`config.mk`:
```
export PLATFORM = sky130hd
export DESIGN_NAME = dsr_status_regs
export DESIGN_NICKNAME = d
export VERILOG_FILES = /design/src/hw/dsr_pkg.sv /design/src/hw/dsr_pin_sync.sv /design/src/hw/dsr_status_regs.sv /design/src/hw/dsr_sticky.sv
export SDC_FILE = /design/constraint.sdc
export NUM_CORES = 1
export LEC_CHECK = 0
export ABC_AREA = 1
export BUFFER_PORTS_ARGS = -buffer_cell sky130_fd_sc_hd__buf_4
export CAP_MARGIN = 20
export CORE_AREA = 2 2 126 67
export CTS_BUF_LIST = sky130_fd_sc_hd__clkbuf_4 sky130_fd_sc_hd__clkbuf_8 sky130_fd_sc_hd__clkbuf_16
export DETAILED_ROUTE_END_ITERATION = 6
export DIE_AREA = 0 0 128 69
export HOLD_SLACK_MARGIN = 0.06
export PLACE_DENSITY_LB_ADDON = 0.25
export SLEW_MARGIN = 20
export SYNTH_ARGS = -nofsm -noshare
export SYNTH_HDL_FRONTEND = slang
export SYNTH_HIERARCHICAL = 1
export SYNTH_SLANG_ARGS = --single-unit
```
`constraint.sdc`:
```
create_clock -name i_clock -period 1.4 [get_ports i_clock]
set_input_delay 0.14 -clock i_clock [delete_from_list [all_inputs] [get_ports i_clock]]
set_output_delay 0.14 -clock i_clock [all_outputs]
set_load 0.02 [all_outputs]
```
`src/hw/dsr_pkg.sv`:
```
// dsr_pkg: offsets, field positions, reset values and state codes for the
// device status readout registers.
// assumes: consumers reference every item as dsr_pkg::name.

package dsr_pkg;

   // ----------------------------------------------------------------------
   // register map
   // ----------------------------------------------------------------------
   localparam int          ADDR_W          = 7;
   localparam int          DATA_W          = 24;
   localparam logic [6:0]  ADDR_STATE      = 7'h25;
   localparam logic [6:0]  ADDR_WAKE       = 7'h26;
   localparam logic [6:0]  ADDR_SUPPLY     = 7'h27;
   localparam logic [23:0] REG_RESET       = 24'h000000;

   // ----------------------------------------------------------------------
   // state_and_cause_status fields
   // ----------------------------------------------------------------------
   localparam int          ST_CODE_LSB     = 10;
   localparam int          ST_DS_CAUSE_LSB = 8;
   localparam int          ST_FORCED_BIT   = 7;
   localparam int          ST_PRIOR_BIT    = 6;
   localparam int          ST_R2_CAUSE_LSB = 4;

   // ----------------------------------------------------------------------
   // wake_and_pin_status fields
   // ----------------------------------------------------------------------
   localparam int          WK_LP_BIT       = 22;
   localparam int          WK_TIED_BIT     = 21;
   localparam int          WK_DBG_BIT      = 20;
   localparam int          WK_FAULT_BIT    = 14;
   localparam int          WK_IGN_LVL_BIT  = 13;
   localparam int          WK_WU_LVL_BIT   = 12;
   localparam int          WK_IGN_WK_BIT   = 11;
   localparam int          WK_WU_WK_BIT    = 10;
   localparam int          WK_TMR_WK_BIT   = 8;
   localparam int          WK_IRQ_LVL_BIT  = 7;
   localparam int          WK_MCU_RESET_OUTPUT_BIT     = 6;
   localparam int          WK_IRQ_SENT_BIT = 5;
   localparam int          WK_FS_BIT       = 4;

   // ----------------------------------------------------------------------
   // supply_watchdog_counter_status fields
   // ----------------------------------------------------------------------
   localparam int          SP_POR_BIT      = 22;
   localparam int          SP_LR1_PG_BIT   = 21;
   localparam int          SP_TRK_EN_BIT   = 20;
   localparam int          SP_TRK_PG_BIT   = 19;
   localparam int          SP_FCM_EN_BIT   = 18;
   localparam int          SP_WD_EN_BIT    = 17;
   localparam int          SP_WD_PH_LSB    = 15;
   localparam int          SP_WD_FAIL_LSB  = 11;
   localparam int          SP_TSD_LSB      = 9;
   localparam int          SP_PUR_HI_BIT   = 8;
   localparam int          SP_PUR_LO_BIT   = 7;
   localparam logic [3:0]  WD_FAIL_MAX     = 4'hf;
   localparam logic [3:0]  WD_FAIL_RESET   = 4'h0;
   localparam logic [1:0]  PUR_RESET       = 2'h0;
   localparam logic [1:0]  PUR_MAX         = 2'h3;

   // ----------------------------------------------------------------------
   // main state machine codes
   // ----------------------------------------------------------------------
   localparam logic [5:0]  CODE_START_UP   = 6'h00;
   localparam logic [5:0]  CODE_ACTIVE_FP  = 6'h01;
   localparam logic [5:0]  CODE_ACTIVE_LP  = 6'h02;
   localparam logic [5:0]  CODE_DEEP_SLEEP = 6'h0d;
   localparam logic [5:0]  CODE_RECOVERY1  = 6'h18;
   localparam logic [5:0]  CODE_RECOVERY2  = 6'h19;

   // ----------------------------------------------------------------------
   // pin synchroniser
   // ----------------------------------------------------------------------
   localparam int          PIN_COUNT       = 7;

endpackage

```
`src/hw/dsr_pin_sync.sv`:
```
// dsr_pin_sync: three-stage synchroniser for asynchronous pin levels.
// assumes: inputs are slow levels; a change is taken once stages two and
// three agree.
`timescale 1ns/10ps

module dsr_pin_sync #(
   parameter int WIDTH = 1
) (
   input  wire logic             i_clock,
   input  wire logic             i_rst_n,
   input  wire logic [WIDTH-1:0] i_async,
   output logic      [WIDTH-1:0] o_level
);

   logic [WIDTH-1:0] meta_r;
   logic [WIDTH-1:0] s2_r;
   logic [WIDTH-1:0] s3_r;
   logic [WIDTH-1:0] level_r;

   always_ff @(posedge i_clock) begin
      if (!i_rst_n) begin
         meta_r <= '0;
         s2_r   <= '0;
         s3_r   <= '0;
      end else begin
         meta_r <= i_async;
         s2_r   <= meta_r;
         s3_r   <= s2_r;
      end
   end

   // per bit: accept only when the two settled stages agree
   always_ff @(posedge i_clock) begin
      if (!i_rst_n) begin
         level_r <= '0;
      end else begin
         for (int i = 0; i < WIDTH; i++) begin
            if (s2_r[i] == s3_r[i]) begin
               level_r[i] <= s3_r[i];
            end
         end
      end
   end

   assign o_level = level_r;

endmodule

```
`src/hw/dsr_status_regs.sv`:
```
// dsr_status_regs: three read-only / read-to-clear status registers.
// assumes: upstream framing gives read strobe, address, clear; adds crc.
// How it works
// - live six-bit state code in 15:10
// - state codes fixed per package constants
// - 9:8 deep-sleep power-down cause, 01/1x
// - 5:4 recovery-two power-cycle cause, 01/1x
// - bit 7 forced sleep after retries
// - bit 6 latches state before recovery two
// - bit 22 low-power entry, irq unless masked
// - bit 21 debug tied flag; irq, window unless masked
// - bit 20 live debug pin level
// - bit 14 live fault pin level
// - 13:12 live only when wake-enabled
// - wake source flags 11, 10, 8 sticky
// - bits 7, 6, 4 echo output pins
// - bit 5 set on irq request rise
// - bit 22 supply por flag sticky
// - bit 21 linreg1 power-good sticky
// - bit 20 live tracker enable status
// - bit 19 tracker power-good after enable
// - bit 18 live fault monitor enable echo
// - bit 17 live watchdog enable echo
// - 16:15 watchdog window phase
// - read-only counters in 14:9, read-to-clear retry counter in 8:7
// - fail counter 0..15, saturating, no command clear
`timescale 1ns/10ps

module dsr_status_regs (
   input  wire logic        i_clock,
   input  wire logic        i_rst_n,
   input  wire logic        i_rd_en,
   input  wire logic        i_rd_clear,
   input  wire logic [6:0]  i_rd_addr,
   output logic      [23:0] o_rd_data,
   output logic             o_rd_valid,
   output logic             o_rd_unmapped,
   input  wire logic [5:0]  i_fsm_state_code,
   input  wire logic        i_pd_cmd_from_active,
   input  wire logic        i_pd_cmd_from_rec1,
   input  wire logic        i_pc_cmd_from_active,
   input  wire logic        i_pc_cmd_from_rec1,
   input  wire logic        i_forced_sleep_event,
   input  wire logic        i_low_power_entered,
   input  wire logic        i_low_power_irq_mask,
   input  wire logic        i_debug_tied_event,
   input  wire logic        i_debug_tied_irq_mask,
   output logic             o_irq_request,
   output logic             o_wd_long_window_start,
   input  wire logic        i_debug_input_pin,
   input  wire logic        i_fault_input_pin,
   input  wire logic        i_ignition_input,
   input  wire logic        i_wake_input_pin,
   input  wire logic        i_irq_pin,
   input  wire logic        i_mcu_reset_output,
   input  wire logic        i_failsafe_output,
   input  wire logic        i_ignition_wake_en,
   input  wire logic        i_wake_pin_wake_en,
   input  wire logic        i_ignition_wake_event,
   input  wire logic        i_pin_wake_event,
   input  wire logic        i_timer_wake_event,
   input  wire logic        i_irq_request_int,
   input  wire logic        i_supply_por_event,
   input  wire logic        i_linreg1_power_good,
   input  wire logic        i_tracker_enabled,
   input  wire logic        i_tracker_power_good,
   input  wire logic        i_fault_monitor_enable,
   input  wire logic        i_watchdog_enable,
   input  wire logic [1:0]  i_watchdog_window_phase,
   input  wire logic        i_wd_trigger_fault,
   input  wire logic        i_wd_valid_long_window,
   input  wire logic [1:0]  i_thermal_retry_counter,
   input  wire logic        i_powerup_retry_event
);

   // ----------------------------------------------------------------------
   // access decode
   // ----------------------------------------------------------------------
   logic        hit_state;
   logic        hit_wake;
   logic        hit_supply;
   logic        clr_state;
   logic        clr_wake;
   logic        clr_supply;

   assign hit_state  = (i_rd_addr == dsr_pkg::ADDR_STATE);
   assign hit_wake   = (i_rd_addr == dsr_pkg::ADDR_WAKE);
   assign hit_supply = (i_rd_addr == dsr_pkg::ADDR_SUPPLY);
   assign clr_state  = i_rd_en & i_rd_clear & hit_state;
   assign clr_wake   = i_rd_en & i_rd_clear & hit_wake;
   assign clr_supply = i_rd_en & i_rd_clear & hit_supply;

   // ----------------------------------------------------------------------
   // pin synchronisers
   // ----------------------------------------------------------------------
   logic [dsr_pkg::PIN_COUNT-1:0] pin_level;

   // pin_level: 0 debug, 1 fault, 2 ignition, 3 wake, 4 irq, 5 reset, 6 failsafe
   dsr_pin_sync #(.WIDTH(dsr_pkg::PIN_COUNT)) u_pin_sync (
      .i_clock (i_clock),
      .i_rst_n (i_rst_n),
      .i_async ({i_failsafe_output, i_mcu_reset_output, i_irq_pin, i_wake_input_pin,
                 i_ignition_input, i_fault_input_pin, i_debug_input_pin}),
      .o_level (pin_level)
   );

   // ----------------------------------------------------------------------
   // state_and_cause_status
   // ----------------------------------------------------------------------
   logic [5:0]  prev_code_r;
   logic        rec2_entry;
   logic        prior_state_before_recovery2_r;
   logic [4:0]  st_flags;

   always_ff @(posedge i_clock) begin
      if (!i_rst_n) begin
         prev_code_r <= dsr_pkg::CODE_START_UP;
      end else begin
         prev_code_r <= i_fsm_state_code;
      end
   end

   assign rec2_entry = (i_fsm_state_code == dsr_pkg::CODE_RECOVERY2) &&
                       (prev_code_r != dsr_pkg::CODE_RECOVERY2);

   // deep-sleep cause, forced sleep, recovery-two cause
   dsr_sticky #(.WIDTH(5)) u_state_flags (
      .i_clock (i_clock),
      .i_rst_n (i_rst_n),
      .i_set   ({i_pd_cmd_from_rec1, i_pd_cmd_from_active,
                 i_forced_sleep_event,
                 i_pc_cmd_from_rec1, i_pc_cmd_from_active}),
      .i_clear (clr_state),
      .o_flag  (st_flags)
   );

   // prior state captured at recovery-two entry; entry beats a clear
   always_ff @(posedge i_clock) begin
      if (!i_rst_n) begin
         prior_state_before_recovery2_r <= 1'b0;
      end else if (rec2_entry) begin
         prior_state_before_recovery2_r <= (prev_code_r == dsr_pkg::CODE_RECOVERY1);
      end else if (clr_state) begin
         prior_state_before_recovery2_r <= 1'b0;
      end
   end

   logic [23:0] state_word;
   always_comb begin
      state_word = dsr_pkg::REG_RESET;
      state_word[dsr_pkg::ST_CODE_LSB +: 6]   = i_fsm_state_code;
      state_word[dsr_pkg::ST_DS_CAUSE_LSB +: 2] = st_flags[4:3];
      state_word[dsr_pkg::ST_FORCED_BIT]        = st_flags[2];
      state_word[dsr_pkg::ST_PRIOR_BIT]         = prior_state_before_recovery2_r;
      state_word[dsr_pkg::ST_R2_CAUSE_LSB +: 2] = st_flags[1:0];
   end

   // ----------------------------------------------------------------------
   // wake_and_pin_status
   // ----------------------------------------------------------------------
   logic        lp_set;
   logic        tied_set;
   logic        irq_req_d_r;
   logic        irq_sent_set;
   logic [5:0]  wk_flags;
   logic        ignition_level_r;
   logic        wake_pin_level_r;

   assign lp_set       = i_low_power_entered & ~i_low_power_irq_mask;
   assign tied_set     = i_debug_tied_event;
   assign irq_sent_set = i_irq_request_int & ~irq_req_d_r;

   always_ff @(posedge i_clock) begin
      if (!i_rst_n) begin
         irq_req_d_r <= 1'b0;
      end else begin
         irq_req_d_r <= i_irq_request_int;
      end
   end

   dsr_sticky #(.WIDTH(6)) u_wake_flags (
      .i_clock (i_clock),
      .i_rst_n (i_rst_n),
      .i_set   ({lp_set, tied_set, irq_sent_set, i_ignition_wake_event, i_pin_wake_event,
                 i_timer_wake_event}),
      .i_clear (clr_wake),
      .o_flag  (wk_flags)
   );

   // pin levels follow only while the pin is a wake input
   always_ff @(posedge i_clock) begin
      if (!i_rst_n) begin
         ignition_level_r <= 1'b0;
         wake_pin_level_r <= 1'b0;
      end else begin
         if (i_ignition_wake_en) begin
            ignition_level_r <= pin_level[2];
         end
         if (i_wake_pin_wake_en) begin
            wake_pin_level_r <= pin_level[3];
         end
      end
   end

   // interrupt pulse and long open window start
   always_ff @(posedge i_clock) begin
      if (!i_rst_n) begin
         o_irq_request          <= 1'b0;
         o_wd_long_window_start <= 1'b0;
      end else begin
         o_irq_request          <= lp_set |
                                   (i_debug_tied_event & ~i_debug_tied_irq_mask);
         o_wd_long_window_start <= i_debug_tied_event & ~i_debug_tied_irq_mask;
      end
   end

   logic [23:0] wake_word;
   always_comb begin
      wake_word = dsr_pkg::REG_RESET;
      wake_word[dsr_pkg::WK_LP_BIT]       = wk_flags[5];
      wake_word[dsr_pkg::WK_TIED_BIT]     = wk_flags[4];
      wake_word[dsr_pkg::WK_DBG_BIT]      = pin_level[0];
      wake_word[dsr_pkg::WK_FAULT_BIT]    = pin_level[1];
      wake_word[dsr_pkg::WK_IGN_LVL_BIT]  = ignition_level_r;
      wake_word[dsr_pkg::WK_WU_LVL_BIT]   = wake_pin_level_r;
      wake_word[dsr_pkg::WK_IGN_WK_BIT]   = wk_flags[2];
      wake_word[dsr_pkg::WK_WU_WK_BIT]    = wk_flags[1];
      wake_word[dsr_pkg::WK_TMR_WK_BIT]   = wk_flags[0];
      wake_word[dsr_pkg::WK_IRQ_LVL_BIT]  = pin_level[4];
      wake_word[dsr_pkg::WK_MCU_RESET_OUTPUT_BIT]     = pin_level[5];
      wake_word[dsr_pkg::WK_IRQ_SENT_BIT] = wk_flags[3];
      wake_word[dsr_pkg::WK_FS_BIT]       = pin_level[6];
   end

   // ----------------------------------------------------------------------
   // supply_watchdog_counter_status
   // ----------------------------------------------------------------------
   logic [1:0]  sp_flags;
   logic        tracker_power_good_r;
   logic [3:0]  watchdog_fail_counter_r;
   logic [1:0]  powerup_retry_counter_r;

   dsr_sticky #(.WIDTH(2)) u_supply_flags (
      .i_clock (i_clock),
      .i_rst_n (i_rst_n),
      .i_set   ({i_supply_por_event, i_linreg1_power_good}),
      .i_clear (clr_supply),
      .o_flag  (sp_flags)
   );

   // power-good seen since the tracker was last enabled
   always_ff @(posedge i_clock) begin
      if (!i_rst_n) begin
         tracker_power_good_r <= 1'b0;
      end else if (!i_tracker_enabled) begin
         tracker_power_good_r <= 1'b0;
      end else if (i_tracker_power_good) begin
         tracker_power_good_r <= 1'b1;
      end
   end

   // consecutive trigger faults, saturating; no command clear
   always_ff @(posedge i_clock) begin
      if (!i_rst_n) begin
         watchdog_fail_counter_r <= dsr_pkg::WD_FAIL_RESET;
      end else if (i_wd_valid_long_window ||
                   i_fsm_state_code == dsr_pkg::CODE_DEEP_SLEEP) begin
         watchdog_fail_counter_r <= dsr_pkg::WD_FAIL_RESET;
      end else if (i_wd_trigger_fault &&
                   watchdog_fail_counter_r != dsr_pkg::WD_FAIL_MAX) begin
         watchdog_fail_counter_r <= watchdog_fail_counter_r + 4'h1;
      end
   end

   // retry counter cleared by read-and-clear; a count beats the clear
   always_ff @(posedge i_clock) begin
      if (!i_rst_n) begin
         powerup_retry_counter_r <= dsr_pkg::PUR_RESET;
      end else if (i_powerup_retry_event) begin
         if (clr_supply) begin
            powerup_retry_counter_r <= 2'h1;
         end else if (powerup_retry_counter_r != dsr_pkg::PUR_MAX) begin
            powerup_retry_counter_r <= powerup_retry_counter_r + 2'h1;
         end
      end else if (clr_supply) begin
         powerup_retry_counter_r <= dsr_pkg::PUR_RESET;
      end
   end

   logic [23:0] supply_word;
   always_comb begin
      supply_word = dsr_pkg::REG_RESET;
      supply_word[dsr_pkg::SP_POR_BIT]         = sp_flags[1];
      supply_word[dsr_pkg::SP_LR1_PG_BIT]      = sp_flags[0];
      supply_word[dsr_pkg::SP_TRK_EN_BIT]      = i_tracker_enabled;
      supply_word[dsr_pkg::SP_TRK_PG_BIT]      = tracker_power_good_r;
      supply_word[dsr_pkg::SP_FCM_EN_BIT]      = i_fault_monitor_enable;
      supply_word[dsr_pkg::SP_WD_EN_BIT]       = i_watchdog_enable;
      supply_word[dsr_pkg::SP_WD_PH_LSB +: 2]  = i_watchdog_window_phase;
      supply_word[dsr_pkg::SP_WD_FAIL_LSB +: 4] = watchdog_fail_counter_r;
      supply_word[dsr_pkg::SP_TSD_LSB +: 2]    = i_thermal_retry_counter;
      supply_word[dsr_pkg::SP_PUR_HI_BIT]      = powerup_retry_counter_r[1];
      supply_word[dsr_pkg::SP_PUR_LO_BIT]      = powerup_retry_counter_r[0];
   end

   // ----------------------------------------------------------------------
   // read data return
   // ----------------------------------------------------------------------
   logic [23:0] rd_mux;
   always_comb begin
      rd_mux = dsr_pkg::REG_RESET;
      if (hit_state) begin
         rd_mux = state_word;
      end else if (hit_wake) begin
         rd_mux = wake_word;
      end else if (hit_supply) begin
         rd_mux = supply_word;
      end
   end

   // data is captured before the clear takes effect
   always_ff @(posedge i_clock) begin
      if (!i_rst_n) begin
         o_rd_data     <= dsr_pkg::REG_RESET;
         o_rd_valid    <= 1'b0;
         o_rd_unmapped <= 1'b0;
      end else begin
         o_rd_valid    <= i_rd_en;
         o_rd_unmapped <= i_rd_en & ~(hit_state | hit_wake | hit_supply);
         if (i_rd_en) begin
            o_rd_data <= rd_mux;
         end
      end
   end

endmodule

```
`src/hw/dsr_sticky.sv`:
```
// dsr_sticky: vector of event flags, set by hardware, cleared by command.
// assumes: set and clear are one-cycle pulses on i_clock.
`timescale 1ns/10ps

module dsr_sticky #(
   parameter int WIDTH = 1
) (
   input  wire logic             i_clock,
   input  wire logic             i_rst_n,
   input  wire logic [WIDTH-1:0] i_set,
   input  wire logic             i_clear,
   output logic      [WIDTH-1:0] o_flag
);

   logic [WIDTH-1:0] flag_r;
   logic [WIDTH-1:0] flag_nxt;

   // set beats a clear in the same cycle
   always_comb begin
      flag_nxt = (i_clear ? '0 : flag_r) | i_set;
   end

   always_ff @(posedge i_clock) begin
      if (!i_rst_n) begin
         flag_r <= '0;
      end else begin
         flag_r <= flag_nxt;
      end
   end

   assign o_flag = flag_r;

endmodule

```
# Yosys cells after proc, flatten, opt, wreduce, memory -nomap -nowiden

Cells that the tools add are included.

Register bits after elaboration: 86
Bits of input ports: 52
Output and inout bits: 28
Logic and storage cells: 84

$add $sub $neg: 2
Equality and inequality tests: 16
Multiplexer cells: 12
Bitwise gates (word level): 19
Reductions and logical operators: 9

Operators by type and width:

| operator                                               | count |
|---|---|
| 2-to-1 mux 23 bit                                      | 3 |
| equality test 7 x 6 -> 1 bit (second input constant)   | 3 |
| equality test 6 x 5 -> 1 bit (second input constant)   | 2 |
| 2-to-1 mux 2 bit                                       | 5 |
| AND 1 bit                                              | 8 |
| equality test 1 bit                                    | 7 |
| equality test 6 x 4 -> 1 bit (second input constant)   | 1 |
| 2-to-1 mux 6 bit                                       | 1 |
| inequality test 6 x 5 -> 1 bit (second input constant) | 1 |
| OR 6 bit                                               | 1 |
| nonzero test 2 bit                                     | 3 |
| 2-to-1 mux 5 bit                                       | 1 |
| NOT 1 bit                                              | 5 |
| OR 5 bit                                               | 1 |
| adder 4 x 1 -> 4 bit (second input constant)           | 1 |
| inequality test 4 bit (second input constant)          | 1 |
| AND reduction 2 bit                                    | 2 |
| OR 1 bit                                               | 3 |
| adder 2 x 1 -> 2 bit (second input constant)           | 1 |
| logical AND 1 bit                                      | 2 |
| 2-to-1 mux 1 bit                                       | 2 |
| inequality test 2 bit (second input constant)          | 1 |
| OR 2 bit                                               | 1 |
| OR reduction 2 bit                                     | 1 |
| logical OR 1 bit                                       | 1 |

# Depth between registers and ports, before layout

Gate-level depths: netlist of run 1.

Word-level depth: 5
Gate-level depth with buffers: 9
Gate-level depth less buffers: 9

# By module

Netlist of run 1, hierarchy kept.

By module, submodules not included:

| module                      | instances | cells an instance | area an instance (um^2) | sequential area each (um^2) |
|---|---|---|---|---|
| dsr_status_regs             | 1         | 300               | 2079.5                  | 800.8 |
| dsr_pin_sync                | 1         | 94                | 852.1                   | 560.5 |
| dsr_sticky (u_wake_flags)   | 1         | 26                | 202.7                   | 120.1 |
| dsr_sticky (u_state_flags)  | 1         | 22                | 170.2                   | 100.1 |
| dsr_sticky (u_supply_flags) | 1         | 10                | 72.6                    | 40.0 |

# Worst setup path after synthesis of run 1

OpenSTA, ideal clock, no wires.

Path kind: reg-to-reg
From: register watchdog_fail_counter_r[0]
To: register watchdog_fail_counter_r[2]
Library setup time: 70 ps
Arrival: 1166 ps
Path slack: 164 ps
Stages on the path, launching flop included: 8
Path buffers: 0
Period minus slack after synthesis: 1236 ps
Cell sequence: dfxtp_1 > ha_1 > nand3_1 > nand2_1 > inv_1 > nand2_1 > or2_2 > a21oi_1

Longest elaborated chain between the ends: 2
Elaborated cells between the ends (all ways): 3
Classes of those cells: add/sub: 1; eq/ne: 1; reduce/logical: 1

RTL lines:

| what                                                         | RTL line               | RTL |
|---|---|---|
| from (decl)                                                  | dsr_status_regs.sv:240 | `logic [3:0] watchdog_fail_counter_r;` |
| from (signal assigned)                                       | dsr_status_regs.sv:265 | `watchdog_fail_counter_r <= dsr_pkg::WD_FAIL_RESET;` |
| from (signal assigned)                                       | dsr_status_regs.sv:268 | `watchdog_fail_counter_r <= dsr_pkg::WD_FAIL_RESET;` |
| from (signal assigned)                                       | dsr_status_regs.sv:271 | `watchdog_fail_counter_r <= watchdog_fail_counter_r + 4'h1;` |
| branches (longest 2 deep; another with adder 4 x 1 -> 4 bit) | n/a                    |  |

Several ways; the timed one is not identified.
A chain may end at the register's enable or synchronous reset.

==> impl_metrics.csv, run 1 <==
group,metric,value,unit
finish,antenna_cells,0,
placed_design,dpl_cell_area,0.00397,sq mm
synth,synth_area_leaders,"dfxtp_1 48%, nand2_1 12%, inv_1 9.1%",
hold_path,whs_endpoint,"u_wake_flags/o_flag[0]$_SDFF_PN0_",
synth,synth_top_family_by_area,"simple AND/OR/NAND/NOR gates",
finish,syn2layout_area_growth,36.3,%
hold_path,holdCritPathClass,"in -> reg",
synth,synth_flop_cell,"dfxtp_1",
grt,antenna_found_initial,0,
floorplan,coreArea,0.00771,sq mm
critical_path,r2r-start,"watchdog_fail_counter_r[1]$_SDFFE_PP0P_",
power_and_ir_drop,p_seq_frac,0.424,
power_and_ir_drop,share_comb_of_total_power,0.089,
finish,layout.nets,610,
timing,setup_violations,0,
drt,drtIter0Drc,262,
grt,track_usage,0.195,
floorplan,die_y,69,um
grt,grt_pass1_vias,2850,
synth,synth_compound_area_frac,0.0915,
drt,wire_per_inst,12.2,um
clock_tree,clk_path_buf_depth,2,
synth,synth_xor_area_frac,0,
floorplan,rows,23,
timing,min_period_over_period,0.941,
clock_tree,path_clk_slew,0.06,ns
grt,grt_first_pass_wirelength,13.4,mm
drt,drtPass1Iterations,4,
timing,finalHoldViolCount,0,
drt,totalWireLength,8.07,mm
critical_path,worst-path-buf-inv,3,
synth,yosysMostFrequentCell,"nand2_1",
power_and_ir_drop,p_leak,0.00236,uW
power_and_ir_drop,powerDensity,1250,mW/mm^2
clock_tree,cts_made_buffers,9,
critical_path,cp_top_family,"buffers and inverters",
power_and_ir_drop,switching_share,0.211,
synth,yosys.area_share.simple,0.270,
grt,overflow,0,
synth,yosysTopAreaCellShare,0.480,
timing,slew_viol_final,0,
synth,synthCells,452,
synth,synthTopCellsByCount,"112 x nand2_1, 82 x inv_1, 81 x dfxtp_1",
timing,clock_skew,0.00430,ns
clock_tree,tritoncts,"done",
synth,syn_area_per_cell,7.47,sq um
finish,drive_gt1_frac,0.223,
synth,ys_seq_area_frac,0.480,
critical_path,cp_cell_sequence,"dlygate4sd3_1 > buf_4 > o21ai_0 > dlygate4sd3_1 > nor2_1",
synth,netlist_area,0.00338,sq mm
run_status,status,"finished, final reports clean",
critical_path,crit_path_end_kind,"flop",
drt,antenna_left,0,
clock_tree,clock_sinks,81,
placed_design,dpl.hpwl,5.76,mm
job,drv_cap,0,
synth,synth_mux_area_frac,0,
power_and_ir_drop,clockPowerShare,0.486,
synth,ys_warn_count,6,
timing,max_freq,0.759,GHz
synth,synth_edf_count,0,
floorplan,die_w,128,um
hold_path,hold_depth,3,
clock_tree,insertion_delay,0.34,ns
placed_design,portBuffers,74,
critical_path,r2r_setup_slack,0.09,ns
critical_path,crit_arrival,1.54,ns
drt,vias_per_cell,4.53,
floorplan,pin_count,80,
clock_tree,htreeDepth,3,
critical_path,critPathMaxStageDelay,0.57,ns
synth,yosys.area.top_type,"dfxtp_1",
floorplan,start_util,0.438,
clock_tree,clock-root-buffer,"clkbuf_16",
power_and_ir_drop,p_int,4530,uW
critical_path,required,1.62,ns
power_and_ir_drop,ir_worst_vdd,692,uV
grt,grt_max_degree,44,
drt,vias,2996,
critical_path,crit_type,"in -> reg",
drt,drc,0,
critical_path,cp_max_fo,1,
hold_path,min_from,"i_timer_wake_event",
critical_path,reg2regPathDepth,7,
placed_design,gp_congestion,0.815,
floorplan,die_area,0.00883,sq mm
critical_path,crit_slowest_cell,"dlygate4sd3_1",
power_and_ir_drop,switching_power,1210,uW
synth,synthAdderAreaFrac,0.00741,
timing,grt_setup_unrepaired,"false",
timing,final.setup.tns,0,ns
critical_path,crit_top_cell,"dlygate4sd3_1",
finish,fin_area,0.00460,sq mm
synth,async_flop_share,0,
critical_path,r2r_end,"watchdog_fail_counter_r[2]$_SDFFE_PP0P_",
finish,fin_cells,661,
critical_path,critPathLaunchType,"primary input",
timing,min_period,1.32,ns
synth,synth_cell_types,30,
placed_design,dp_cells,619,
finish,fillers,715,
synth,synth_seq_cells,81,
## cells by family (layout without fill, tap and decap cells)
| kind of cell | count (synthesis) | after routing |
|---|---|---|
| adders and majority gates | 2 | 2 |
| AOI/OAI and AO/OA | 56 | 56 |
| and+or+nand+nor | 206 | 206 |
| buffers and inverters | 106 | 211 |
| other | 1 | 5 |
| DFF | 81 | 81 |
## worst register-to-register path, delay by kind of cell (launching register included)
family	cells	cell delay, ns
AO/OA/AOI/OAI	1	0.12
adder cells (fa/ha/maj)	1	0.20
AND/OR/NAND/NOR	4	0.53
buffers and inverters	1	0.07
flip-flops	1	0.34
## repair_timing
action,CTS,global route
setup endpoints to repair,1,1
gates resized for setup,1,3
buffers inserted,0,0
hold buffers,26,0
hold endpoints to repair,24,0
## layer usage
| metal | up-vias | wire length (um) | global-route usage |
|---|---|---|---|
| met5 | - | 0 | 0 |
| met4 | 0 | 83 | 0.0562 |
| met3 | 8 | 631 | 0.0559 |
| met2 | 92 | 3290 | 0.278 |
| met1 | 1314 | 4060 | 0.284 |
| li1 | 1582 | - | - |
## per-stage QoR
step	setup slack [ns]	total power [uW]	hold slack (ns)	utilization
2_1_floorplan	0.164	2740	0.233	-
3_3_place_gp	0.118	2930	0.321	0.515
3_5_place_dp	0.0429	2940	0.325	0.515
4_1_cts	0.0263	5770	0.0649	0.596
5_1_grt	0.0212	5960	0.0706	0.597
6_report	0.0831	5740	0.0725	0.597
## power by group through the flow
| stage | combinational, uW | clock [uW] | sequential, uW |
|---|---|---|---|
| 2_1_floorplan | 250 | 0 | 2490 |
| 3_3_place_gp | 440 | 0 | 2480 |
| 3_5_place_dp | 451 | 0 | 2490 |
| 4_1_cts | 512 | 2820 | 2440 |
| 5_1_grt | 567 | 2950 | 2450 |
| 6_report | 514 | 2790 | 2440 |
## cells in the final DEF (no fill, tap or decap), types with 2 or more instances in the layout
master / n
a21oi_1: 34
a21oi_2: 7
buf_4: 82
bufinv_16: 3
clkbuf_16: 9
clkbuf_8: 3
conb_1: 5
dfxtp_1: 80
dlygate4sd3_1: 26
inv_1: 81
inv_2: 3
nand2_1: 111
nand2_2: 5
nand3_1: 49
nor2_1: 29
nor2_4: 3
nor3_1: 2
o21ai_0: 14
or2_2: 2
## worst max-delay path by stage
stage | from | to | slack [ns] | depth (start not counted)
3_3_place_gp | watchdog_fail_counter_r[0]$_SDFFE_PP0P_ | watchdog_fail_counter_r[2]$_SDFFE_PP0P_ | 0.12 | 7
3_5_place_dp | watchdog_fail_counter_r[0]$_SDFFE_PP0P_ | watchdog_fail_counter_r[2]$_SDFFE_PP0P_ | 0.04 | 7
2_1_floorplan | watchdog_fail_counter_r[0]$_SDFFE_PP0P_ | watchdog_fail_counter_r[2]$_SDFFE_PP0P_ | 0.16 | 7
6_report | i_tracker_power_good | tracker_power_good_r$_SDFFE_PN0P_ | 0.08 | 5
5_1_grt | i_fsm_state_code[1] | prior_state_before_recovery2_r$_SDFFE_PN0P_ | 0.02 | 7
4_1_cts | watchdog_fail_counter_r[0]$_SDFFE_PP0P_ | watchdog_fail_counter_r[2]$_SDFFE_PP0P_ | 0.03 | 7
## state kept, by name (all words and copies together), names as in the netlist, 2 cells and up
signal                   cells
o_rd_data                   19
u_pin_sync/meta_r            7
u_pin_sync/o_level           7
u_pin_sync/s2_r              7
u_pin_sync/s3_r              7
prev_code_r                  6
u_wake_flags/o_flag          6
u_state_flags/o_flag         5
watchdog_fail_counter_r      4
powerup_retry_counter_r      2
u_supply_flags/o_flag        2
## cell type report
cell class / instances / area [sq um] / share of cell area
clock buffer: 12 / 267 / 0.0579
inverter: 86 / 324 / 0.0704
tap: 100 / 125 / 0.0272
multi-input combinational: 269 / 1270 / 0.276
sequential: 81 / 1620 / 0.353
clock inverter: 4 / 97.6 / 0.0212
timing repair buffer: 109 / 896 / 0.195
Note: power is estimated with default switching activity, not from simulation.
==> run 2: changes to the inputs <==
--- a/config.mk
+++ b/config.mk
@@ -5,13 +5,12 @@
 export SDC_FILE = /design/constraint.sdc
 export NUM_CORES = 1
 export LEC_CHECK = 0
-export ABC_AREA = 1
 export BUFFER_PORTS_ARGS = -buffer_cell sky130_fd_sc_hd__buf_4
 export CAP_MARGIN = 20
-export CORE_AREA = 2 2 126 67
+export CORE_AREA = 2 2 121 64
 export CTS_BUF_LIST = sky130_fd_sc_hd__clkbuf_4 sky130_fd_sc_hd__clkbuf_8 sky130_fd_sc_hd__clkbuf_16
 export DETAILED_ROUTE_END_ITERATION = 6
-export DIE_AREA = 0 0 128 69
+export DIE_AREA = 0 0 123 66
 export HOLD_SLACK_MARGIN = 0.06
 export PLACE_DENSITY_LB_ADDON = 0.25
 export SLEW_MARGIN = 20
==> run 2 against run 1 <==
Area after synthesis is 8.7% lower. First-iteration DRC count is 5.3% lower. Critical path depth is 1 lower. Flip-flop and latch count stayed put. Synthesized cell count is 32% lower. Sequential share of layout area is 1.5 points higher. Combinational power is 5.3% lower. Largest cell class unchanged. Largest power group unchanged.
==> impl_metrics.csv, run 2 <==
group,metric,value,unit
synth,syn_area_per_cell,10.0,sq um
critical_path,crit_type,"in -> reg",
floorplan,die_y,66,um
grt,overflow,0,
power_and_ir_drop,p_leak,0.00189,uW
synth,netlist_area,0.00308,sq mm
finish,antenna_cells,0,
critical_path,required,1.61,ns
power_and_ir_drop,clockPowerShare,0.459,
floorplan,start_util,0.434,
critical_path,crit_slowest_cell,"dlygate4sd3_1",
floorplan,pin_count,80,
critical_path,worst-path-buf-inv,3,
synth,synth_seq_cells,81,
timing,max_freq,0.747,GHz
synth,synthTopCellsByCount,"81 x dfxtp_1, 28 x and2_1, 25 x nand2_1",
timing,min_period_over_period,0.957,
drt,wire_per_inst,14.5,um
finish,layout_commonest_cell,"buf_4",
timing,hold-worst-slack,0.0793,ns
grt,grt_max_degree,21,
power_and_ir_drop,power,5370,uW
critical_path,cp_cell_sequence,"dlygate4sd3_1 > buf_4 > o211a_1 > dlygate4sd3_1",
timing,finalHoldViolCount,0,
power_and_ir_drop,ir_worst_vdd,823,uV
power_and_ir_drop,share_comb_of_total_power,0.091,
timing,clock_skew,0.00307,ns
floorplan,rows,22,
critical_path,cp_top_family,"buffers and inverters",
timing,worst_slew_pin_slew,0.803,ns
clock_tree,clock-root-buffer,"clkbuf_16",
finish,layout.nets,480,
placed_design,dpl.hpwl,5.46,mm
floorplan,die_area,0.00812,sq mm
drt,drtIter0Drc,248,
drt,totalWireLength,7.60,mm
finish,largest_register,"o_rd_data",
timing,setup_violations,0,
finish,utilization,0.621,
clock_tree,tritoncts,"done",
placed_design,portBuffers,74,
grt,grt_pass1_vias,2416,
clock_tree,htreeDepth,3,
synth,synthCells,308,
power_and_ir_drop,p_seq_frac,0.451,
synth,synth_flop_cell,"dfxtp_1",
run_status,status,"finished, final reports clean",
timing,final.setup.tns,0,ns
drt,drc,0,
synth,yosysMostFrequentCell,"dfxtp_1",
clock_tree,cts_made_buffers,9,
critical_path,cp_max_fo,1,
placed_design,gp_congestion,0.851,
synth,ys_seq_area_frac,0.526,
synth,synth_area_leaders,"dfxtp_1 53%, and2_1 5.7%, nor2b_1 3.9%",
grt,track_usage,0.202,
drt,vias_per_cell,4.83,
power_and_ir_drop,switching_power,1070,uW
grt,antenna_found_initial,0,
finish,largest_register_ffs,19,
drt,vias,2542,
critical_path,critPathLaunchType,"primary input",
timing,slew_headroom,0.464,
synth,synth_edf_count,0,
clock_tree,clock_sinks,81,
clock_tree,insertion_delay,0.33,ns
synth,yosys.area.top_type,"dfxtp_1",
clock_tree,clk_path_buf_depth,2,
critical_path,critPathMaxStageDelay,0.56,ns
critical_path,crit_arrival,1.55,ns
critical_path,crit_top_cell,"dlygate4sd3_1",
synth,synth_cell_types,44,
finish,drive_gt1_frac,0.279,
synth,ys_warn_count,6,
clock_tree,path_clk_slew,0.06,ns
power_and_ir_drop,powerDensity,1220,mW/mm^2
finish,layout_common_cells,"92 x buf_4, 81 x dfxtp_1, 28 x and2_1, 28 x dlygate4sd3_1, 25 x nand2_1",
floorplan,coreArea,0.00710,sq mm
power_and_ir_drop,p_int,4300,uW
job,drv_cap,0,
timing,slew_viol_final,0,
synth,yosysTopAreaCellShare,0.526,
drt,drtPass1Iterations,4,
grt,grt_first_pass_wirelength,12.0,mm
finish,syn2layout_area_growth,43.0,%
timing,grt_setup_unrepaired,"false",
hold_path,holdCritPathClass,"in -> reg",
floorplan,die_w,123,um
power_and_ir_drop,switching_share,0.199,
timing,min_period,1.34,ns
drt,antenna_left,0,
clock_tree,postCtsSetupRepairBufs,0,
critical_path,crit_path_end_kind,"flop",
synth,async_flop_share,0,
finish,fillers,622,
[run 2: kinds of logic after synthesis]
| kind of cell | Yosys count | synth area share |
|---|---|---|
| DFF | 81 | 0.526 |
| other | 1 | 0.00122 |
| and+or+nand+nor | 113 | 0.212 |
| muxes | 15 | 0.0516 |
| buffers and inverters | 25 | 0.0447 |
| AOI/OAI and AO/OA | 71 | 0.156 |
| adders and majority gates | 2 | 0.00812 |
[run 2: area by class of cell]
class	instances	area (sq um)	area share
flip-flops and latches	81	1620	0.368
multi-input cells	206	1350	0.305
repair buffers	120	971	0.220
clock buffers	12	254	0.0576
well taps	96	120	0.0272
clock inverters	3	65.1	0.0148
inverters	8	30.0	0.00681
[run 2: what timing repair did]
action,4_1_cts,5_1_grt
endpoints found under the setup margin,0,1
hold buffers,28,0
hold endpoints to repair,27,0
resized for setup,0,1
[run 2: worst register-to-register path, stage by stage, from the launching register on]
cell and delay [ns]:
dfxtp_1 0.34, ha_2 0.22, and3_1 0.21, or3_1 0.33, a21oi_1 0.16
[run 2: stage by stage]
stage | cells | setup WS [ns] | cell area [sq um]
2_1_floorplan | 312 | 0.0404 | 3100
3_3_place_gp | 483 | -0.0853 | 3810
3_5_place_dp | 483 | -0.0902 | 3810
4_1_cts | 526 | 0.0300 | 4410
5_1_grt | 526 | 0.0334 | 4410
6_report | 526 | 0.0609 | 4410
[run 2: power groups by stage]
stage / Sequential (uW) / Combinational, uW / Clock [uW]
after detailed placement: 2470 / 421 / 0
after CTS: 2420 / 486 / 2540
final: 2420 / 487 / 2460
after floorplan: 2470 / 216 / 0
after global routing: 2420 / 530 / 2660
after global placement: 2470 / 413 / 0
[run 2: path summary, 6_finish.rpt]
check | slack, ns | start | end | depth (start not counted)
setup reg to reg | 0.07 | watchdog_fail_counter_r[0]$_SDFFE_PP0P_ | watchdog_fail_counter_r[0]$_SDFFE_PP0P_ | 4
hold reg to reg | 0.43 | u_pin_sync/meta_r[3]$_SDFF_PN0_ | u_pin_sync/s2_r[3]$_SDFF_PN0_ | 1
setup / recovery | 0.06 | i_tracker_power_good | tracker_power_good_r$_SDFFE_PN0P_ | 4
hold / removal | 0.08 | i_ignition_wake_en | ignition_level_r$_SDFFE_PN0P_ | 3
[run 2: metal layers]
layer	track usage	up-vias	wire length, um
met3	0.0664	2	568
met2	0.298	85	3350
met5	0	-	0
met4	0.0724	0	29
met1	0.276	1162	3660
li1	-	1293	-
==> run 3: changes to the inputs <==
--- a/config.mk
+++ b/config.mk
@@ -5,14 +5,15 @@
 export SDC_FILE = /design/constraint.sdc
 export NUM_CORES = 1
 export LEC_CHECK = 0
+export ABC_AREA = 1
 export BUFFER_PORTS_ARGS = -buffer_cell sky130_fd_sc_hd__buf_4
 export CAP_MARGIN = 20
-export CORE_AREA = 2 2 121 64
+export CORE_AREA = 2 2 126 67
 export CTS_BUF_LIST = sky130_fd_sc_hd__clkbuf_4 sky130_fd_sc_hd__clkbuf_8 sky130_fd_sc_hd__clkbuf_16
 export DETAILED_ROUTE_END_ITERATION = 6
-export DIE_AREA = 0 0 123 66
+export DIE_AREA = 0 0 128 69
 export HOLD_SLACK_MARGIN = 0.06
-export PLACE_DENSITY_LB_ADDON = 0.25
+export PLACE_DENSITY = 0.67
 export SLEW_MARGIN = 20
 export SYNTH_ARGS = -nofsm -noshare
 export SYNTH_HDL_FRONTEND = slang
==> run 3 against run 2 <==
Die area grew 8.8%. Fmax shrank 0.73%. Worst setup slack lost 0.0098 ns. Final area grew 4.9%. Non-clock buffer count shrank 6. Power grew 2.7%. First-iteration DRC count shrank 25%. Flip-flop and latch count is the same. Clock power grew 4%. Sequential share of layout area shrank 1.7 points. Global-route usage shrank 0.34 points. Critical path type unchanged. Largest power group unchanged.
==> impl_metrics.csv, run 3 (same netlist as run 1, synthesis figures left out) <==
group,metric,value,unit
run_status,status,"finished, final reports clean",
critical_path,crit_top_cell,"dlygate4sd3_1",
grt,grt_max_degree,37,
finish,drive_gt1_frac,0.217,
floorplan,die_w,128,um
placed_design,dpl.hpwl,5.81,mm
finish,utilization,0.600,
timing,min_period,1.35,ns
power_and_ir_drop,p_leak,0.00237,uW
timing,clock_skew,0.00609,ns
critical_path,reg2regPathDepth,7,
hold_path,hold_depth,3,
drt,totalWireLength,8.17,mm
critical_path,crit_arrival,1.57,ns
job,drv_cap,0,
clock_tree,cts_made_buffers,9,
critical_path,critPathMaxStageDelay,0.57,ns
clock_tree,postCtsSetupRepairBufs,0,
floorplan,start_util,0.438,
timing,slew_viol_final,0,
critical_path,required,1.62,ns
finish,largest_register_ffs,19,
timing,max_freq,0.741,GHz
critical_path,critPathLaunchType,"primary input",
critical_path,crit_path_end_kind,"flop",
floorplan,pin_count,80,
floorplan,rows,23,
critical_path,cp_cell_sequence,"dlygate4sd3_1 > buf_4 > o21ai_0 > dlygate4sd3_1 > nor2_1",
timing,final.setup.tns,0,ns
drt,vias,3056,
finish,layout_common_cells,"111 x nand2_1, 82 x inv_1, 81 x dfxtp_1, 81 x buf_4, 49 x nand3_1",
finish,layout_commonest_cell,"nand2_1",
clock_tree,htreeDepth,3,
grt,antenna_found_initial,0,
finish,layout.nets,615,
finish,syn2layout_area_growth,37.0,%
timing,min_period_over_period,0.964,
power_and_ir_drop,power,5510,uW
placed_design,dpl_cell_area,0.00398,sq mm
floorplan,coreArea,0.00771,sq mm
finish,antenna_cells,0,
grt,grt_first_pass_wirelength,13.6,mm
drt,drtIter0Drc,187,
drt,drc,0,
critical_path,r2r_setup_slack,0.12,ns
clock_tree,clock-root-buffer,"clkbuf_16",
critical_path,cp_max_fo,1,
clock_tree,path_clk_slew,0.06,ns
timing,setup_violations,0,
drt,vias_per_cell,4.59,
timing,grt_setup_unrepaired,"false",
finish,largest_register,"o_rd_data",
drt,wire_per_inst,12.3,um
power_and_ir_drop,ir_worst_vdd,876,uV
finish,fin_area,0.00463,sq mm
hold_path,holdCritPathClass,"in -> reg",
floorplan,die_area,0.00883,sq mm
floorplan,die_y,69,um
critical_path,crit_slowest_cell,"dlygate4sd3_1",
grt,track_usage,0.199,
placed_design,gp_congestion,0.821,
critical_path,r2r-start,"watchdog_fail_counter_r[0]$_SDFFE_PP0P_",
drt,antenna_left,0,
power_and_ir_drop,powerDensity,1190,mW/mm^2
critical_path,crit_type,"in -> reg",
timing,finalHoldViolCount,0,
clock_tree,clock_sinks,81,
hold_path,whs_endpoint,"o_rd_data[16]$_SDFFE_PN0P_",
clock_tree,insertion_delay,0.34,ns
hold_path,min_from,"i_watchdog_window_phase[1]",
grt,grt_pass1_vias,2821,
clock_tree,tritoncts,"done",
clock_tree,clk_path_buf_depth,2,
critical_path,r2r_end,"watchdog_fail_counter_r[2]$_SDFFE_PP0P_",
placed_design,portBuffers,74,
drt,drtPass1Iterations,4,
grt,overflow,0,
run 3: cell count changes in the layout (fill, tap and decap cells not counted), moves of 8 or more:
cell      before  now
buf_4         92   81
a22oi_1       10    0
nor2b_1       19    0
inv_1          8   82
nor2_1         6   29
nand2_1       25  111
nand2b_1       8    0
mux2i_1        8    0
and2_1        28    0
nand3_1        1   49
a21oi_1        8   34
o21ai_0       22   14
o21a_1        13    0
run 3: worst max path at each step:
stage / start / end / slack (ns) / cells after the start
finish: i_tracker_power_good / tracker_power_good_r$_SDFFE_PN0P_ / 0.05 / 5
global route: i_tracker_power_good / tracker_power_good_r$_SDFFE_PN0P_ / 0.005 / 5
CTS: watchdog_fail_counter_r[0]$_SDFFE_PP0P_ / watchdog_fail_counter_r[2]$_SDFFE_PP0P_ / 0.06 / 7
detailed placement: watchdog_fail_counter_r[0]$_SDFFE_PP0P_ / watchdog_fail_counter_r[2]$_SDFFE_PP0P_ / 0.07 / 7
global placement: watchdog_fail_counter_r[0]$_SDFFE_PP0P_ / watchdog_fail_counter_r[2]$_SDFFE_PP0P_ / 0.13 / 7
floorplan: watchdog_fail_counter_r[0]$_SDFFE_PP0P_ / watchdog_fail_counter_r[2]$_SDFFE_PP0P_ / 0.16 / 7
run 3: area by class of cell:
cell class | instances | area, sq um
clock buffer | 9 | 225
clock inverter | 7 | 101
fill | 703 | 3090
multi-input combinational | 269 | 1270
inverter | 86 | 324
tap | 100 | 125
timing repair buffer | 114 | 958
sequential | 81 | 1620
run 3: where the power goes:
part,leakage (uW),internal (uW),switching [uW]
combinational,0.00155,260,263
clock,0.000153,1580,976
sequential,0.000665,2390,44.3
run 3: metal layers:
metal,wire [um],GRT usage,vias up
met1,4110,0.281,1352
met3,537,0.0660,11
met5,0,0,-
met4,116,0.0635,0
met2,3410,0.285,99
li1,-,-,1594
run 3: stage by stage:
step	cells	hold slack [ns]	setup WS [ns]
2_1_floorplan	456	0.233	0.164
3_3_place_gp	619	0.321	0.133
3_5_place_dp	619	0.326	0.0697
4_1_cts	666	0.0639	0.0610
5_1_grt	666	0.0690	0.00476
6_report	666	0.0718	0.0511
run 3: repair_timing:
action | CTS | global route
gates resized for setup | 0 | 2
hold endpoints to repair | 29 | 0
hold buffers | 31 | 0
setup endpoints to repair | 0 | 1
run 3: worst max-delay path, delay by kind of cell:
kind | cells | cell delay [ns]
buffers and inverters | 3 | 1.27
AO/OA/AOI/OAI | 1 | 0.12
AND/OR/NAND/NOR | 1 | 0.04
